**config.mk**
```make
export PLATFORM = sky130hd
export DESIGN_NAME = mdu_core
export DESIGN_NICKNAME = d
export VERILOG_FILES = /design/src/logic/mdu_booth_mul.v /design/src/logic/mdu_core.v
export VERILOG_INCLUDE_DIRS = /design/src /design/src/logic
export SDC_FILE = /design/constraint.sdc
export NUM_CORES = 2
export LEC_CHECK = 0
export ABC_AREA = 1
export ABC_CLOCK_PERIOD_IN_PS = 12550
export BUFFER_PORTS_ARGS = -buffer_cell sky130_fd_sc_hd__buf_2
export CAP_MARGIN = 20
export CORE_ASPECT_RATIO = 0.9
export CORE_MARGIN = 1.5
export CORE_UTILIZATION = 47
export DETAILED_ROUTE_END_ITERATION = 10
export PLACE_DENSITY_LB_ADDON = 0.12
export SLEW_MARGIN = 0
export SYNTH_ARGS = -nofsm -noshare
export SYNTH_HDL_FRONTEND = slang
export SYNTH_SLANG_ARGS = --single-unit
```
**constraint.sdc**
```tcl
create_clock -name clock -period 12.55 [get_ports clock]
set_input_delay 0 -clock clock [delete_from_list [all_inputs] [get_ports clock]]
set_output_delay 0 -clock clock [all_outputs]
set_load 0.005 [all_outputs]
```
**src/logic/mdu_consts.vh**
```
// Constants for the multiply/divide unit
`ifndef MDU_CONSTS_VH
`define MDU_CONSTS_VH
// Operation codes presented by the integer pipeline
`define MDU_OP_W        3
`define MDU_OP_PAIR     3'h0
`define MDU_OP_ACC      3'h1
`define MDU_OP_SUB      3'h2
`define MDU_OP_TOREG    3'h3
`define MDU_OP_DIV      3'h4
// Booth multiplier shape
`define MDU_A_W         32
`define MDU_B_W         16
`define MDU_PP_W        48
// Divider iteration counts
`define MDU_DIV_FULL    6'h20
`define MDU_SKIP_8      6'h17
`define MDU_SKIP_16     6'h0F
`define MDU_SKIP_24     6'h07
`define MDU_CNT_W       6
// The issue edge counts as the first divide cycle
`define MDU_DIV_XTRA    6'h01
// Divide latency by dividend width, issue edge included
`define MDU_DIV_LAT_8   6'h0C
`define MDU_DIV_LAT_16  6'h13
`define MDU_DIV_LAT_24  6'h1A
`define MDU_DIV_LAT_32  6'h21
`endif

```
**src/logic/mdu_booth_mul.v**
```verilog
// Radix-4 Booth-recoded 32x16 signed partial product stage
`timescale 1ns/1ns
module mdu_booth_mul (
  input  wire [31:0] mcand,
  input  wire [16:0] mplier,
  output reg  [48:0] prod
);
  // mplier is a 17-bit signed value so unsigned 16-bit halves also fit
  integer i;
  reg [2:0]  grp;
  reg [49:0] pp;
  reg [49:0] acc;
  reg [49:0] mc_ext;
  always @* begin
    acc = 50'h0;
    pp = 50'h0;
    grp = 3'h0;
    mc_ext = {{18{mcand[31]}}, mcand};
    for (i = 0; i < 9; i = i + 1) begin
      if (i == 0)
        grp = {mplier[1:0], 1'b0};
      else if (i == 8)
        grp = {mplier[16], mplier[16], mplier[15]};
      else
        grp = mplier[2*i+1 -: 3];
      case (grp)
        3'h1, 3'h2: pp = mc_ext;
        3'h3:       pp = mc_ext << 1;
        3'h4:       pp = -(mc_ext << 1);
        3'h5, 3'h6: pp = -mc_ext;
        default:    pp = 50'h0;
      endcase
      acc = acc + (pp << (2 * i));
    end
    prod = acc[48:0];
  end
endmodule // mdu_booth_mul

```
**src/logic/mdu_core.v**
```verilog
// Multiply/divide unit: Booth multiplier, result registers, iterative divider
// Functional notes
// - Own pipeline keeps advancing whatever the integer pipeline stall state.
// - Booth 32x16 multiplier, operand_a wide input, operand_b narrow input.
// - Pass count set by operand_b width: one pass, or two for 32x32.
// - Short multiply every cycle; back-to-back 32x32 stalls issue one cycle.
// - Operand size detected internally from operand values.
// - Divide resolves one quotient bit per clock.
// - Early-in skips 23, 15 or 7 iterations by dividend width.
// - Any unit instruction during an active divide stalls the pipeline.
// - Multiply latency/repeat 1/1, 2/2; to-register 2/1, 3/2.
// - Divide latency/repeat 12/12, 19/19, 26/26, 33/33.
`timescale 1ns/1ns
`include "mdu_consts.vh"
module mdu_core (
  input  wire        clock,
  input  wire        rstn,
  input  wire        issue_valid,
  input  wire [2:0]  issue_op,
  input  wire        issue_signed,
  input  wire [31:0] operand_a,
  input  wire [31:0] operand_b,
  output reg         issue_stall_ff,
  output reg  [31:0] result_top_ff,
  output reg  [31:0] result_bottom_ff,
  output reg         result_valid_ff,
  output reg         gpr_valid_ff,
  output reg  [31:0] gpr_data_ff,
  output reg         busy_ff
);
  localparam ST_IDLE = 3'h1;
  localparam ST_MUL2 = 3'h2;
  localparam ST_DIV  = 3'h4;

  reg [2:0]  state_ff;
  reg [2:0]  op_ff;
  reg        sgn_ff;
  reg [31:0] a_ff;
  reg [31:0] b_hi_ff;
  reg [63:0] part_ff;
  reg        toreg_ff;
  reg [5:0]  cnt_ff;
  reg [31:0] rem_ff;
  reg [31:0] quo_ff;
  reg [31:0] dvs_ff;
  reg        qneg_ff;
  reg        rneg_ff;
  reg [5:0]  tail_ff;
  reg        tr_pend_ff;
  reg [31:0] tr_data_ff;

  // True when a value is a sign/zero extension of its low n bits
  function fits;
    input [31:0] v;
    input [5:0]  n;
    input        s;
    reg   [31:0] ext;
    begin
      ext = s ? (v[31] ? ~v : v) : v;
      fits = ((ext >> (n - ((s) ? 6'h01 : 6'h00))) == 32'h0);
    end
  endfunction

  function [31:0] absval;
    input [31:0] v;
    input        s;
    begin
      absval = (s && v[31]) ? (~v + 32'h1) : v;
    end
  endfunction

  // Size decided from the operand values and issue_signed
  wire b_short = fits(operand_b, 6'h10, issue_signed);
  wire is_div  = (issue_op == `MDU_OP_DIV);
  wire busy_now = (state_ff != ST_IDLE);
  // Stall while a divide or second pass occupies the unit
  wire stall_c = issue_valid && busy_now;
  wire take    = issue_valid && !busy_now;

  // Booth array shared by both passes
  reg  [31:0] m_a;
  reg  [16:0] m_b;
  wire [48:0] m_prod;
  always @* begin
    m_a = a_ff;
    m_b = {1'b0, b_hi_ff[15:0]};
    if (state_ff == ST_IDLE) begin
      m_a = operand_a;
      m_b = {issue_signed & operand_b[15] & b_short, operand_b[15:0]};
    end else if (state_ff == ST_MUL2) begin
      m_b = {sgn_ff & b_hi_ff[31], b_hi_ff[31:16]};
    end
  end
  mdu_booth_mul u_mul (
    .mcand  (m_a),
    .mplier (m_b),
    .prod   (m_prod)
  );

  // Unsigned 32-bit a needs an extra correction for bit 31
  wire [63:0] pass_val = {{15{m_prod[48]}}, m_prod}
    + ((!(state_ff == ST_IDLE ? issue_signed : sgn_ff) && m_a[31])
       ? ({47'h0, m_b} << 32) : 64'h0);

  // Full product after first or second pass
  wire [63:0] prod_final = (state_ff == ST_MUL2) ? (part_ff + (pass_val << 16)) : pass_val;

  // Combine product into result registers
  function [63:0] merge;
    input [2:0]  op;
    input [63:0] cur;
    input [63:0] p;
    begin
      case (op)
        `MDU_OP_ACC: merge = cur + p;
        `MDU_OP_SUB: merge = cur - p;
        default:     merge = p;
      endcase
    end
  endfunction

  wire [63:0] cur_hl = {result_top_ff, result_bottom_ff};
  wire fit8  = fits(operand_a, 6'h08, issue_signed);
  wire fit16 = fits(operand_a, 6'h10, issue_signed);
  wire fit24 = fits(operand_a, 6'h18, issue_signed);
  wire [5:0] skip = fit8 ? `MDU_SKIP_8 : fit16 ? `MDU_SKIP_16 :
                    fit24 ? `MDU_SKIP_24 : 6'h00;
  // Loop length by width; skips and latencies do not step alike, so a tail pads
  wire [5:0] div_len = (fit8 ? `MDU_DIV_LAT_8 : fit16 ? `MDU_DIV_LAT_16 :
                        fit24 ? `MDU_DIV_LAT_24 : `MDU_DIV_LAT_32) - `MDU_DIV_XTRA;
  wire [31:0] a_mag = absval(operand_a, issue_signed);
  // Extra top bit keeps the borrow honest for divisors above half range
  wire [33:0] trial = {1'b0, rem_ff, quo_ff[31]} - {2'h0, dvs_ff};
  // Shift one quotient bit while bits remain, then idle out the tail
  wire        div_step = (cnt_ff > tail_ff);
  wire [31:0] nxt_rem  = !div_step ? rem_ff :
                         trial[33] ? {rem_ff[30:0], quo_ff[31]} : trial[31:0];
  wire [31:0] nxt_quo  = div_step ? {quo_ff[30:0], ~trial[33]} : quo_ff;

  // Unit pipeline; never looks at integer-side stalls
  always @(posedge clock or negedge rstn) begin
    if (!rstn) begin
      state_ff <= ST_IDLE;
      op_ff <= 3'h0;
      sgn_ff <= 1'b0;
      a_ff <= 32'h0;
      b_hi_ff <= 32'h0;
      part_ff <= 64'h0;
      toreg_ff <= 1'b0;
      cnt_ff <= 6'h0;
      rem_ff <= 32'h0;
      quo_ff <= 32'h0;
      dvs_ff <= 32'h0;
      qneg_ff <= 1'b0;
      rneg_ff <= 1'b0;
      tail_ff <= 6'h00;
      issue_stall_ff <= 1'b0;
      result_top_ff <= 32'h0;
      result_bottom_ff <= 32'h0;
      result_valid_ff <= 1'b0;
      gpr_valid_ff <= 1'b0;
      gpr_data_ff <= 32'h0;
      busy_ff <= 1'b0;
      tr_pend_ff <= 1'b0;
      tr_data_ff <= 32'h0;
    end else begin
      result_valid_ff <= 1'b0;
      // To-register word leaves one stage after the pair result
      gpr_valid_ff <= tr_pend_ff;
      if (tr_pend_ff)
        gpr_data_ff <= tr_data_ff;
      tr_pend_ff <= 1'b0;
      issue_stall_ff <= stall_c;
      case (state_ff)
        ST_IDLE: begin
          if (take && is_div) begin
            // Pre-shift dividend past skipped bits
            op_ff <= issue_op;
            dvs_ff <= absval(operand_b, issue_signed);
            quo_ff <= a_mag << skip;
            rem_ff <= 32'h0;
            cnt_ff <= div_len;
            qneg_ff <= issue_signed & (operand_a[31] ^ operand_b[31]);
            rneg_ff <= issue_signed & operand_a[31];
            tail_ff <= div_len - (`MDU_DIV_FULL - skip);
            state_ff <= ST_DIV;
          end else if (take && !b_short) begin
            // First of two passes for 32x32
            op_ff <= issue_op;
            sgn_ff <= issue_signed;
            a_ff <= operand_a;
            b_hi_ff <= operand_b;
            part_ff <= pass_val;
            toreg_ff <= (issue_op == `MDU_OP_TOREG);
            state_ff <= ST_MUL2;
          end else if (take) begin
            {result_top_ff, result_bottom_ff} <= merge(issue_op, cur_hl, prod_final);
            result_valid_ff <= 1'b1;
            // To-register result one cycle later than the pair result
            tr_pend_ff <= (issue_op == `MDU_OP_TOREG);
            tr_data_ff <= prod_final[31:0];
          end
        end
        ST_MUL2: begin
          {result_top_ff, result_bottom_ff} <= merge(op_ff, cur_hl, prod_final);
          result_valid_ff <= 1'b1;
          tr_pend_ff <= toreg_ff;
          tr_data_ff <= prod_final[31:0];
          state_ff <= ST_IDLE;
        end
        ST_DIV: begin
          cnt_ff <= cnt_ff - 6'h01;
          // One quotient bit per clock
          rem_ff <= nxt_rem;
          quo_ff <= nxt_quo;
          if (cnt_ff == `MDU_DIV_XTRA) begin
            // Sign fix-up on the final cycle, with the last bit for 24/32-bit dividends; remainder to top
            result_top_ff <= rneg_ff ? (~nxt_rem + 32'h1) : nxt_rem;
            result_bottom_ff <= qneg_ff ? (~nxt_quo + 32'h1) : nxt_quo;
            result_valid_ff <= 1'b1;
            state_ff <= ST_IDLE;
          end
        end
        default: state_ff <= ST_IDLE;
      endcase
      busy_ff <= (state_ff == ST_IDLE) ? (take && (is_div || !b_short)) :
                 (state_ff == ST_DIV && cnt_ff != `MDU_DIV_XTRA);
    end
  end
endmodule // mdu_core

```
==> PnR_summary.wiki <==
{| class="wikitable"
! Metric !! Value
|-
| Total cell area at the placement stage || between 0.06 and 0.07 sq mm
|-
| Fraction of layout instances using a drive strength above 1 || 0.173
|-
| Final-layout worst hold slack || 217 ps
|-
| Post-route DRC violation count || 0
|-
| Global Route Usage Sum || 0.466
|-
| Area used by sequential logic in the layout || 0.00916 sq mm
|-
| Yosys Warn Count || 0
|-
| Standard cell core area || roughly 0.11 sq mm
|-
| Share of the synthesized area in the top cell type || 0.174
|-
| Maximum level of the CTS H-tree || 2
|-
| Post-route design area || around 0.064 sq mm
|-
| Post-Synthesis Cells || between 7000 and 8000
|-
| Slowest library cell on the worst path || fa_1
|-
| Unique cell type count in the Yosys netlist || 74
|-
| Clock-pin slew on the worst setup and hold paths || roughly 70 ps
|-
| Routed wire length || ~270 mm
|-
| Sink count of the clock tree || between 300 and 400
|-
| Number of cells on the worst reg-to-reg path || slightly below 70
|-
| Bufs on Longest Clock Path || 3
|-
| Setup slack, reg-to-reg || 370 ps
|-
| Synth Net Count || roughly 8600
|-
| TritonCTS clock tree || yes
|-
| Sequential area share after synthesis || 0.174
|-
| Crit Path Category || flop to flop
|-
| # rows || 116
|-
| Top post-synthesis cells by area || dfrtp_1 17%, nand2_1 11%, fa_1 10%, inv_1 8.5%, ha_1 7.4%
|-
| Worst-path fanout max || 11
|-
| Flop and latch count out of synthesis || around 370
|-
| Cell count of the worst hold path || 4
|-
| Number of nets in the layout || 9422
|-
| Floorplan die width || roughly 360 microns
|-
| Async set-or-reset flop fraction in the synthesized netlist || 1.00
|-
| Number of global-route vias before repair || 59400
|-
| Register containing the most flip-flops in the final layout || part_ff
|-
| Data arrival time at the worst-slack endpoint || 12760 ps
|-
| Average cell area after synthesis || 6.61 sq um
|-
| Vias per Instance || ~6.2
|-
| Required time of the worst setup path || approximately 13000 ps
|-
| Number of flip-flops in the largest register || between 50 and 60
|-
| Final worst clock skew || 65.7 ps
|-
| Worst min-delay path startpoint || operand_b[23]
|-
| Max-slew violation count || 0
|-
| Number of antenna violations at the first check in global routing || 17
|-
| Pin count of the biggest net entering global routing || between 150 and 200
|-
| Area occupied by multi-input gates || 0.0379 sq mm
|-
| FMAX || 82.1 MHz
|-
| Iter 0 DRT Violations || 9639
|-
| Most common cell type on the critical path || nand2_1
|-
| Count of final hold-check violations || 0
|-
| Synth cell count leaders || 1579 x nand2_1, 1198 x inv_1, 708 x o21ai_0, 590 x nor2_1, 583 x a21oi_1
|-
| Total of fill cells in the finished design || 10800
|-
| Grt total ovfl || 0
|-
| Die boundary height || ~320 microns
|-
| Maximum single-stage delay on the critical path || roughly 540 ps
|-
| Wire length of the first global-routing pass || approximately 400 mm
|-
| Initial core utilization || 0.474
|-
| Count of buffers inserted at the top-level ports || 170
|-
| Result of the run || finished clean
|-
| Gpl congestion || ~1.1
|-
| Kind of end point of the critical path || flop
|-
| Share of the clock period used by the worst path || 0.970
|-
| Vias || 64200
|-
| Top-level I/O count || 171
|-
| Main flop type after synthesis || dfrtp_1
|-
| Min cycle time layout || between 10000 and 15000 ps
|-
| Placed Instances || 10100
|-
| Clock buffer count from CTS || 45
|-
| 1st-pass router iterations || 10
|-
| Timing startpoint of the critical path || state_ff[1]
|-
| Final ANT Viol Nets || 0
|-
| Worst R2R End || result_top_ff[24]
|-
| DR WL/cell || roughly 27 microns
|-
| Post-route non-filler standard cell count || 10300
|-
| Clock Latency Late Sink || roughly 690 ps
|-
| Leading area contributor after synthesis || dfrtp_1
|-
| CTS root buf || clkbuf_16
|-
| Placed wire-length estimate || 216 mm
|-
| Cell with the most instances after synthesis || nand2_1
|-
| Syn-to-layout area delta || 21.5%
|-
| Cell area after technology mapping || about 0.053 sq mm
|-
| Least-Margin Pin Slew || 1190 ps
|-
| End point of the worst hold path || b_hi_ff[23]
|-
| Startpoint of the worst register-to-register path || state_ff[1]
|-
| Worst rel slew slack || 0.198
|-
| Total of endpoints with negative setup slack in the final report || 0
|-
| Overall die area || between 0.1 and 0.15 sq mm
|-
| Category of the worst setup path launch point || flop
|-
| Max Cap Viol || 0
|-
| Post-synth EDFFs || 0
|-
| Hold crit path type || primary input to flop
|}
## cell families (layout without fill, tap and decap cells)
logic type                 count (synthesis)  in the layout  synth area share
and+or+nand+nor                         2934           2934             0.237
AOI/OAI and AO/OA                       2145           2145             0.244
buffers and inverters                   1651           2498             0.120
adders and majority gates                581            581             0.177
DFF                                      366            366             0.174
xor gates and xnor gates                 244            244            0.0406
muxes                                     35             35           0.00742
other                                      2              7          0.000143
## cell usage in the layout (no fill, tap or decap), types with 71 or more instances in the layout
cell           netlist  final
a221oi_1           119    106
a21oi_1            583    566
o22ai_1            233    233
buf_4                9    895
o211ai_1           111    111
dlygate4sd3_1        0     77
inv_1             1198   1185
o221ai_1            95     86
dfrtp_1            365    365
o21ai_0            708    687
buf_2               17    169
fa_1               269    267
nand4_1             71     71
ha_1               312    298
nor2_1             590    570
nand3_1            430    424
xor2_1             196    191
nand2_1           1579   1550
## routing by layer
metal,GRT usage,wire length (microns),vias up
met5,0,311,-
met4,0.205,14800,32
met3,0.158,39600,878
met2,0.648,108000,4611
met1,0.647,112000,30400
li1,-,-,28300
## what timing repair did
action / 4_1_cts / 5_1_grt
endpoints found under the hold margin: 266 / 0
cloned: 0 / 3
endpoints found under the setup margin: 20 / 25
pin swaps: 1 / 9
hold buffers: 78 / 0
gates resized for setup: 10 / 182
buffers inserted: 4 / 24
## cell type report
type / instances / share of cell area
Antenna cell: 5 / 0.000196
Clock buffer: 63 / 0.0201
Clock inverter: 19 / 0.00454
Inverter: 1253 / 0.0741
Multi-Input combinational cell: 5941 / 0.593
Sequential cell: 366 / 0.143
Tap cell: 1475 / 0.0289
Timing Repair Buffer: 1162 / 0.136
Timing Repair inverter: 1 / 0.0000783
## worst max path at each step
stage / endpoint / slack [ps]
2_1_floorplan: result_top_ff[29] / 990
4_1_cts: result_top_ff[30] / 20
3_5_place_dp: result_top_ff[24] / -580
3_3_place_gp: result_top_ff[24] / -610
6_report: result_top_ff[24] / 370
5_1_grt: result_top_ff[31] / -70
## stage by stage
| stage | utilization | setup TNS (ps) | worst slack [ps] |
|---|---|---|---|
| after floorplan | - | 0 | 991 |
| after global placement | 0.545 | -4510 | -612 |
| after detailed placement | 0.545 | -5020 | -581 |
| after CTS | 0.567 | 0 | 24.4 |
| after global routing | 0.576 | -361 | -65.4 |
| final | 0.576 | 0 | 372 |
## critical path, delay by kind of cell (launching register included)
kind | cells | cell delay [ps]
AO/OA/AOI/OAI | 19 | 3340
buffers and inverters | 10 | 1410
AND/OR/NAND/NOR | 29 | 3300
XOR/XNOR | 3 | 570
flip-flops | 1 | 440
adder cells (fa/ha/maj) | 7 | 2970
Power is left out: the tool's default activity adds up to more than one toggle a clock period on the data nets, which glitch-free logic cannot reach.
